### config.mk
export PLATFORM = sky130hd
export DESIGN_NAME = ddrci_top
export DESIGN_NICKNAME = d
export VERILOG_FILES = /design/src/rtl/ddrci_pkg.sv /design/src/rtl/ddrci_burst.sv /design/src/rtl/ddrci_top.sv
export SDC_FILE = /design/constraint.sdc
export NUM_CORES = 1
export LEC_CHECK = 0
export BUFFER_PORTS_ARGS = -buffer_cell sky130_fd_sc_hd__buf_2
export CORE_MARGIN = 8
export CORE_UTILIZATION = 35
export CTS_BUF_LIST = sky130_fd_sc_hd__clkbuf_2 sky130_fd_sc_hd__clkbuf_4 sky130_fd_sc_hd__clkbuf_8
export CTS_CLUSTER_SIZE = 8
export DETAILED_ROUTE_END_ITERATION = 16
export GPL_ROUTABILITY_DRIVEN = 0
export PLACE_DENSITY = 0.63
export SLEW_MARGIN = 20
export SYNTH_ARGS = -nofsm -noshare
export SYNTH_HDL_FRONTEND = slang
export SYNTH_SLANG_ARGS = --single-unit
### constraint.sdc
create_clock -name i_clk -period 3.75 [get_ports i_clk]
set_input_delay 0.375 -clock i_clk [delete_from_list [all_inputs] [get_ports i_clk]]
set_output_delay 0.375 -clock i_clk [all_outputs]
set_load 0.02 [all_outputs]
### src/rtl/ddrci_pkg.sv
package ddrci_pkg;

    // Register byte addresses
    localparam logic [4:0] ADDR_STATUS = 5'h00;
    localparam logic [4:0] ADDR_ERROR = 5'h04;
    localparam logic [4:0] ADDR_CTRL = 5'h08;
    localparam logic [4:0] ADDR_MR0 = 5'h0C;
    localparam logic [4:0] ADDR_MR1 = 5'h10;
    localparam logic [4:0] ADDR_MR2 = 5'h14;
    localparam logic [4:0] ADDR_MR3 = 5'h18;

    // Address pin fields and last burst beat indexes
    localparam int AP_BIT = 10;
    localparam int DLL_RST_BIT = 8;
    localparam int BT_BIT = 3;
    localparam logic [2:0] BL8_CODE = 3'h3;
    localparam logic [2:0] IDX_LAST4 = 3'h3;
    localparam logic [2:0] IDX_LAST8 = 3'h7;

    // Error bits
    localparam int ERR_ACT = 0;
    localparam int ERR_RW = 1;
    localparam int ERR_MRS = 2;
    localparam int ERR_REF = 3;

    // Status bits
    localparam int ST_RUN = 8;
    localparam int ST_PDN = 9;
    localparam int ST_SREF = 10;
    localparam int ST_DLL = 11;
    localparam int ST_SEEN = 12;

    localparam logic CTRL_STRICT_RST = 1'b1;

    typedef enum logic [3:0] {OP_DESEL, OP_NOP, OP_ACT, OP_RD, OP_WR, OP_PRE, OP_MRS, OP_REF, OP_RSVD} ddrci_op_type;
    typedef enum logic [1:0] {PWR_OFF, PWR_RUN, PWR_PDN, PWR_SREF} ddrci_pwr_type;

    typedef struct packed {
        logic cke;
        logic cs_n;
        logic ras_n;
        logic cas_n;
        logic we_n;
        logic [2:0] ba;
        logic [13:0] addr;
        logic dm;
        logic [7:0] dq;
    } ddrci_pins_type;

    typedef struct packed {
        logic valid;
        logic write;
        logic last;
        logic ap;
        logic [2:0] bank;
        logic [13:0] row;
        logic [9:0] col;
    } ddrci_beat_type;

    typedef struct packed {
        logic valid;
        logic we;
        logic [2:0] bank;
        logic [13:0] row;
        logic [9:0] col;
        logic [7:0] data;
    } ddrci_mem_type;

    typedef struct packed {
        logic read;
        logic write;
        logic [4:0] address;
        logic [31:0] writedata;
    } ddrci_avreq_type;

    typedef struct packed {
        logic [31:0] readdata;
        logic waitrequest;
    } ddrci_avrsp_type;

    function automatic ddrci_op_type ddrci_decode(input ddrci_pins_type p);
        ddrci_op_type op;
        op = OP_RSVD;
        if (p.cs_n)
            op = OP_DESEL;
        else
        begin
            case ({p.ras_n, p.cas_n, p.we_n})
                3'h7: op = OP_NOP;
                3'h3: op = OP_ACT;
                3'h2: op = OP_PRE;
                3'h5: op = OP_RD;
                3'h4: op = OP_WR;
                3'h0: op = OP_MRS;
                3'h1: op = OP_REF;
                default: op = OP_RSVD;
            endcase
        end
        return op;
    endfunction

endpackage

### src/rtl/ddrci_burst.sv
`timescale 1ns/10ps
module ddrci_burst (
    input wire logic i_clk,
    input wire logic i_rstn,
    input wire logic i_start,
    input wire logic i_write,
    input wire logic i_ap,
    input wire logic i_bl8,
    input wire logic i_intl,
    input wire logic [2:0] i_bank,
    input wire logic [13:0] i_row,
    input wire logic [9:0] i_col,
    output ddrci_pkg::ddrci_beat_type o_beat
);

    typedef struct packed {
        ddrci_pkg::ddrci_beat_type beat;
        logic [9:0] start;
        logic [2:0] idx;
        logic bl8;
        logic intl;
    } ddrci_bst_type;

    ddrci_bst_type st_q;
    ddrci_bst_type st_d;

    // Wraps inside the 4- or 8-column block of the start column
    function automatic logic [9:0] burst_col(input logic [9:0] s, input logic [2:0] i,
                                             input logic bl8, input logic intl);
        logic [2:0] sum;
        logic [9:0] c;
        sum = s[2:0] + i;
        c = s;
        if (bl8)
            c[2:0] = intl ? (s[2:0] ^ i) : sum;
        else
            c[1:0] = intl ? (s[1:0] ^ i[1:0]) : sum[1:0];
        return c;
    endfunction

    always_comb
    begin
        st_d = st_q;
        if (i_start)
        begin
            // A new command cuts a running burst short
            st_d.start = i_col;
            st_d.idx = 3'h0;
            st_d.bl8 = i_bl8;
            st_d.intl = i_intl;
            st_d.beat.valid = 1'b1;
            st_d.beat.write = i_write;
            st_d.beat.last = 1'b0;
            st_d.beat.ap = i_ap;
            st_d.beat.bank = i_bank;
            st_d.beat.row = i_row;
            st_d.beat.col = burst_col(i_col, 3'h0, i_bl8, i_intl);
        end
        else if (st_q.beat.valid && !st_q.beat.last)
        begin
            st_d.idx = st_q.idx + 3'h1;
            st_d.beat.col = burst_col(st_q.start, st_d.idx, st_q.bl8, st_q.intl);
            st_d.beat.last = (st_d.idx == (st_q.bl8 ? ddrci_pkg::IDX_LAST8 : ddrci_pkg::IDX_LAST4));
        end
        else
        begin
            st_d.beat.valid = 1'b0;
            st_d.beat.last = 1'b0;
        end
    end

    always_ff @(posedge i_clk or negedge i_rstn)
    begin
        if (!i_rstn)
            st_q <= '0;
        else
            st_q <= st_d;
    end

    assign o_beat = st_q.beat;
endmodule // ddrci_burst

### src/rtl/ddrci_top.sv
// Added by the designer: the register offsets and register access over Avalon-MM.
`timescale 1ns/10ps
// How it works
// - Activate opens addressed row in idle bank
// - Read/write start column; A10 requests auto-precharge
// - Bank state checks; precharge one or all
// - Mode register write selected by bank bits
// - Refresh needs CKE high; CKE drop: self-refresh
// - CKE drop with NOP enters power-down
// - Write beats with DM high are discarded
// - Bursts of four or eight, programmed order
module ddrci_top (
    input wire logic i_clk,
    input wire logic i_rstn,
    input ddrci_pkg::ddrci_pins_type i_pins,
    input ddrci_pkg::ddrci_avreq_type i_av,
    output ddrci_pkg::ddrci_avrsp_type o_av,
    output ddrci_pkg::ddrci_mem_type o_mem
);

    typedef struct packed {
        logic cke_prev;
        ddrci_pkg::ddrci_pwr_type pwr;
        logic [7:0] open;
        logic [7:0][13:0] row;
        logic [3:0][13:0] mr;
        logic [3:0] seen;
        logic dll_rst;
        logic [3:0] err;
        logic strict;
        logic av_wait;
        logic [31:0] rdata;
        ddrci_pkg::ddrci_mem_type mem;
    } ddrci_state_type;

    ddrci_state_type st_q;
    ddrci_state_type st_d;
    ddrci_pkg::ddrci_op_type op;
    ddrci_pkg::ddrci_beat_type bst;
    logic cmd_on;
    logic all_idle;
    logic idle_nop;
    logic act_ok;
    logic rw_ok;
    logic mrs_ok;
    logic exit_ok;
    logic [3:0] err_set;
    logic [2:0] pin_ba;
    logic [1:0] pin_sel;
    logic [9:0] pin_col;

    function automatic logic [31:0] reg_read(input ddrci_state_type s, input logic [4:0] a);
        logic [31:0] w;
        w = 32'h0000_0000;
        case (a)
            ddrci_pkg::ADDR_STATUS:
            begin
                w[7:0] = s.open;
                w[ddrci_pkg::ST_RUN] = (s.pwr == ddrci_pkg::PWR_RUN);
                w[ddrci_pkg::ST_PDN] = (s.pwr == ddrci_pkg::PWR_PDN);
                w[ddrci_pkg::ST_SREF] = (s.pwr == ddrci_pkg::PWR_SREF);
                w[ddrci_pkg::ST_DLL] = s.dll_rst;
                w[ddrci_pkg::ST_SEEN +: 4] = s.seen;
            end
            ddrci_pkg::ADDR_ERROR: w[3:0] = s.err;
            ddrci_pkg::ADDR_CTRL: w[0] = s.strict;
            ddrci_pkg::ADDR_MR0: w[13:0] = s.mr[0];
            ddrci_pkg::ADDR_MR1: w[13:0] = s.mr[1];
            ddrci_pkg::ADDR_MR2: w[13:0] = s.mr[2];
            ddrci_pkg::ADDR_MR3: w[13:0] = s.mr[3];
            default: w = 32'h0000_0000;
        endcase
        return w;
    endfunction

    assign op = ddrci_pkg::ddrci_decode(i_pins);
    assign pin_ba = i_pins.ba;
    assign pin_sel = i_pins.ba[1:0];
    assign pin_col = i_pins.addr[9:0];
    // Commands count only with CKE high in this and the previous cycle
    assign cmd_on = (st_q.pwr == ddrci_pkg::PWR_RUN) && st_q.cke_prev && i_pins.cke;
    assign all_idle = (st_q.open == 8'h00);
    assign idle_nop = (op == ddrci_pkg::OP_NOP) || (op == ddrci_pkg::OP_DESEL);
    assign exit_ok = !st_q.cke_prev && i_pins.cke && idle_nop;
    assign act_ok = cmd_on && (op == ddrci_pkg::OP_ACT) && (!st_q.open[pin_ba] || !st_q.strict);
    assign rw_ok = cmd_on && (op == ddrci_pkg::OP_RD || op == ddrci_pkg::OP_WR)
                   && (st_q.open[pin_ba] || !st_q.strict);
    assign mrs_ok = cmd_on && (op == ddrci_pkg::OP_MRS) && (all_idle || !st_q.strict);

    // Misuse by the controller is logged even when strict mode is off
    always_comb
    begin
        err_set = 4'h0;
        err_set[ddrci_pkg::ERR_ACT] = cmd_on && (op == ddrci_pkg::OP_ACT) && st_q.open[pin_ba];
        err_set[ddrci_pkg::ERR_RW] = cmd_on && (op == ddrci_pkg::OP_RD || op == ddrci_pkg::OP_WR)
                                     && !st_q.open[pin_ba];
        err_set[ddrci_pkg::ERR_MRS] = cmd_on && (op == ddrci_pkg::OP_MRS) && !all_idle;
        err_set[ddrci_pkg::ERR_REF] = st_q.pwr == ddrci_pkg::PWR_RUN && st_q.cke_prev
                                      && op == ddrci_pkg::OP_REF && !all_idle;
    end

    ddrci_burst u_burst (
        .i_clk(i_clk),
        .i_rstn(i_rstn),
        .i_start(rw_ok),
        .i_write(op == ddrci_pkg::OP_WR),
        .i_ap(i_pins.addr[ddrci_pkg::AP_BIT]),
        .i_bl8(st_q.mr[0][2:0] == ddrci_pkg::BL8_CODE),
        .i_intl(st_q.mr[0][ddrci_pkg::BT_BIT]),
        .i_bank(pin_ba),
        .i_row(st_q.row[pin_ba]),
        .i_col(pin_col),
        .o_beat(bst)
    );

    always_comb
    begin
        st_d = st_q;
        st_d.cke_prev = i_pins.cke;
        case (st_q.pwr)
            ddrci_pkg::PWR_OFF:
            begin
                if (exit_ok)
                    st_d.pwr = ddrci_pkg::PWR_RUN;
            end
            ddrci_pkg::PWR_RUN:
            begin
                if (st_q.cke_prev && !i_pins.cke)
                begin
                    if (op == ddrci_pkg::OP_REF && (all_idle || !st_q.strict))
                        st_d.pwr = ddrci_pkg::PWR_SREF;
                    else if (idle_nop)
                        st_d.pwr = ddrci_pkg::PWR_PDN;
                end
            end
            ddrci_pkg::PWR_PDN, ddrci_pkg::PWR_SREF:
            begin
                if (exit_ok)
                    st_d.pwr = ddrci_pkg::PWR_RUN;
            end
            default: st_d.pwr = ddrci_pkg::PWR_OFF;
        endcase

        // Self-timed close at burst end, before this cycle's command
        if (bst.valid && bst.last && bst.ap)
            st_d.open[bst.bank] = 1'b0;
        if (act_ok)
        begin
            st_d.open[pin_ba] = 1'b1;
            st_d.row[pin_ba] = i_pins.addr;
        end
        if (cmd_on && op == ddrci_pkg::OP_PRE)
        begin
            if (i_pins.addr[ddrci_pkg::AP_BIT])
                st_d.open = 8'h00;
            else
                st_d.open[pin_ba] = 1'b0;
        end
        if (mrs_ok)
        begin
            st_d.mr[pin_sel] = i_pins.addr;
            st_d.seen[pin_sel] = 1'b1;
            if (pin_sel == 2'h0)
                st_d.dll_rst = i_pins.addr[ddrci_pkg::DLL_RST_BIT];
        end

        // Array port: one beat per clock, DM sampled with the beat
        st_d.mem.valid = bst.valid;
        st_d.mem.we = bst.valid && bst.write && !i_pins.dm;
        st_d.mem.bank = bst.bank;
        st_d.mem.row = bst.row;
        st_d.mem.col = bst.col;
        st_d.mem.data = i_pins.dq;

        // One wait state, read data stands with waitrequest low
        if ((i_av.read || i_av.write) && st_q.av_wait)
        begin
            st_d.av_wait = 1'b0;
            st_d.rdata = reg_read(st_q, i_av.address);
        end
        else
            st_d.av_wait = 1'b1;
        st_d.err = st_q.err | err_set;
        if (i_av.write && !st_q.av_wait)
        begin
            if (i_av.address == ddrci_pkg::ADDR_ERROR)
                st_d.err = (st_q.err & ~i_av.writedata[3:0]) | err_set;
            if (i_av.address == ddrci_pkg::ADDR_CTRL)
                st_d.strict = i_av.writedata[0];
        end
    end

    always_ff @(posedge i_clk or negedge i_rstn)
    begin
        if (!i_rstn)
        begin
            st_q <= '0;
            st_q.strict <= ddrci_pkg::CTRL_STRICT_RST;
            st_q.av_wait <= 1'b1;
        end
        else
            st_q <= st_d;
    end

    assign o_av.readdata = st_q.rdata;
    assign o_av.waitrequest = st_q.av_wait;
    assign o_mem = st_q.mem;
endmodule // ddrci_top

==> metrics.txt <==
status complete, no violations; Row Count 70; library cells used by synthesis 65; Synth area leaders dfrtp_1, mux2_2, mux4_2, buf_4, nand2_1; met2 wire length approximately 15000 um; Slew Viols, Final 0; Hold Path Origin i_av[0]; largest net degree at the start of global routing between 100 and 150; FF-to-FF setup slack a little under 0.9 ns; # Post-CTS Setup Buffers 0; total placed cells including tap cells approximately 1400; Worst Slack Setup Final between 0.8 and 0.9 ns; CP Class reg -> reg; Worst path slowest cell and3_1; hold_buf cts 11; most frequent cells in the layout dfrtp_1, mux2_2, buf_2; DIE AREA 0.0434 mm^2; Clock Skew roughly 0.024 ns; CTS tree built; H-tree Lvls 2; drt drc 0; critical path capture point type flop; relative slew slack 32.3%; I/O Pins about 140; Fmax ~350 MHz; area fraction of the dominant cell type after synthesis 55.2%; die height 208 um; initial core utilization between 30% and 40%; CP cell instances nand4bb_1 -> nor3b_2 -> and3_1 -> nand4b_4 -> mux2_2; final number of setup-violating endpoints 0; sequential fraction of the synthesis area a little under three fifths; number of non-filler instances in the completed layout around 1500; Area Growth Syn to Fin 12.7%; Leak between 7 and 8 nW; fin nets 1062; clk_lat worst skew 0.59 ns; Post-Route Utilization between 40% and 50%; core box area about 0.037 mm^2; Max Buffers Root-to-Sink 3; ys flop type dfrtp_1; register bit total from synthesis roughly 290; Max IR drop VDD about 210 uV; FF-to-FF path depth 5; commonest non-fill, non-tap cell in the layout dfrtp_1; filler cell count 3381; uppermost layer routed met5; hold depth 2; Final min period 2.86 ns; vias in the first global route ~8000; Hold WC Path Type in -> reg; syn avg cell area around 14 um^2; Syn. warnings 0; total grt overflow 0; Clock Pin Slew Worst Setup and Hold Paths ~0.060 ns; crit path DAT 3.31 ns; root buf cell clkbuf_8; post-DR vias/cell 5.04; CTS resizes 0; Critical Path Start Type flop; max cap viols 0; drt first-iter violations roughly 380; routed vias between 7000 and 8000; clock tree sinks 288; Synth Cell Area 0.0130 mm^2; R2R Path End st_q[148]$_DFFE_PN0P_; Post-DRT Antenna Nets 0; pwr dens between 500 and 600 mW/mm^2; GRT Util Overall roughly 13%; EDFF count, synth 0; critical path fanouts, max 15; Worst Path Required about 4.2 ns; setup TNS 0 ns; hold endpoint st_q[70]$_DFFE_PN1P_; fraction of registers with async set/reset 100%; Final Hold Fails 0; Slew @ Worst Pin between 1 and 1.5 ns; CP max stage delay a little over 0.7 ns; reg2reg start st_q[257]$_DFFE_PN0P_; RSZ-0062 raised after global routing no; pre-CTS setup slack roughly 0.90 ns; hpwl dp approximately 19000 um; area leader, netlist dfrtp_1; share of layout cells above drive strength 1 a little under half; total CTS buffers 48; WL met3 ~1300 um; Initial DRT Pass Iterations 5; Die Wd about 210 um; first-pass GRT wire length 46900 um; Wirelength per Cell between 15 and 20 um; period utilisation layout between 70% and 80%; synthesized instance count 922; routed wire length between 20000 and 30000 um; Port Buffers between 90 and 100; initial antenna violation count 1; M1 WL 12600 um
cell usage after synthesis, drive strengths merged (3+ instances only):
library cell  count
ha                4
or2               4
nand4b            5
a22o              3
nand2            48
mux4             28
a2bb2oi           4
inv               7
and2              5
nand3             4
a22oi            12
o21ai            15
nor2             24
nand2b            8
nand3b            4
nand4             6
mux2            228
dfrtp           286
nor2b             4
a21oi            21
a222oi           12
xnor2             4
mux2i             6
nor3              4
clkbuf           30
nor4              4
buf              97
a21o             13
cell type report:
cell class / count / area, um^2 / area share (%)
diodes: 1 / 2.50 / 0.0171
repair buffers: 125 / 771 / 5.28
clock inverters: 8 / 77.6 / 0.531
clock buffers: 79 / 950 / 6.50
well taps: 468 / 586 / 4.01
multi-input cells: 515 / 4990 / 34.1
inverters: 7 / 26.3 / 0.180
flip-flops and latches: 288 / 7210 / 49.3
logic make-up (layout without fill, tap and decap cells):
group                    Yosys count  in the layout  share of synthesized area, %
flip-flops                       288            288                          55.6
other                              1             17                        0.0289
buffers and inverters            134            219                          6.55
adder cells (fa/ha/maj)            5              5                         0.541
AO/OA/AOI/OAI                     95             95                          5.26
XOR/XNOR                           5              5                         0.338
multiplexers                     262            262                          25.4
AND/OR/NAND/NOR                  132            132                          6.24
worst max-delay path, delay by kind of cell (launching register included):
| family | cells | cell delay, ns |
|---|---|---|
| multiplexers | 1 | 0.44 |
| flip-flops | 1 | 0.46 |
| AND/OR/NAND/NOR | 4 | 1.83 |
flip-flops by register name, summed over array words and instances, names as in the netlist:
| signal | flops |
|---|---|
| st_q | 188 |
| o_mem | 37 |
| u_burst.o_beat | 31 |
| o_av | 17 |
| u_burst.st_q | 15 |
worst max-delay path by stage:
stage	endpoint	slack, ns	start
3_5_place_dp	st_q[157]$_DFFE_PN0P_	0.90	st_q[257]$_DFFE_PN0P_
6_report	st_q[148]$_DFFE_PN0P_	0.89	st_q[257]$_DFFE_PN0P_
4_1_cts	st_q[189]$_DFFE_PN0P_	0.90	st_q[257]$_DFFE_PN0P_
3_3_place_gp	st_q[173]$_DFFE_PN0P_	0.93	st_q[257]$_DFFE_PN0P_
2_1_floorplan	u_burst.o_beat[10]$_DFFE_PN0P_	1.57	i_pins[23]
5_1_grt	st_q[148]$_DFFE_PN0P_	0.76	st_q[257]$_DFFE_PN0P_
stage by stage:
stage | power, mW | hold WS [ns] | area [um^2]
floorplan | 4.24 | 0.0794 | 13000
global placement | 4.45 | 0.354 | 13500
detailed placement | 4.48 | 0.359 | 13500
CTS | 7.46 | 0.0412 | 14600
global route | 7.73 | 0.0402 | 14600
finish | 7.34 | 0.0770 | 14600
where the power goes:
part           internal [mW]  total, mW  switching (mW)
clock network           1.67       2.93            1.25
registers               3.35       3.50           0.149
logic                  0.366      0.915           0.550
total                   5.39       7.34            1.95
layer usage:
layer	global-route usage [%]	vias to the layer above
met5	0	-
met4	4.72	2
met3	3.22	43
met2	23.0	156
met1	16.6	3940
li1	-	3371
Power figures use the tool's default switching activity.
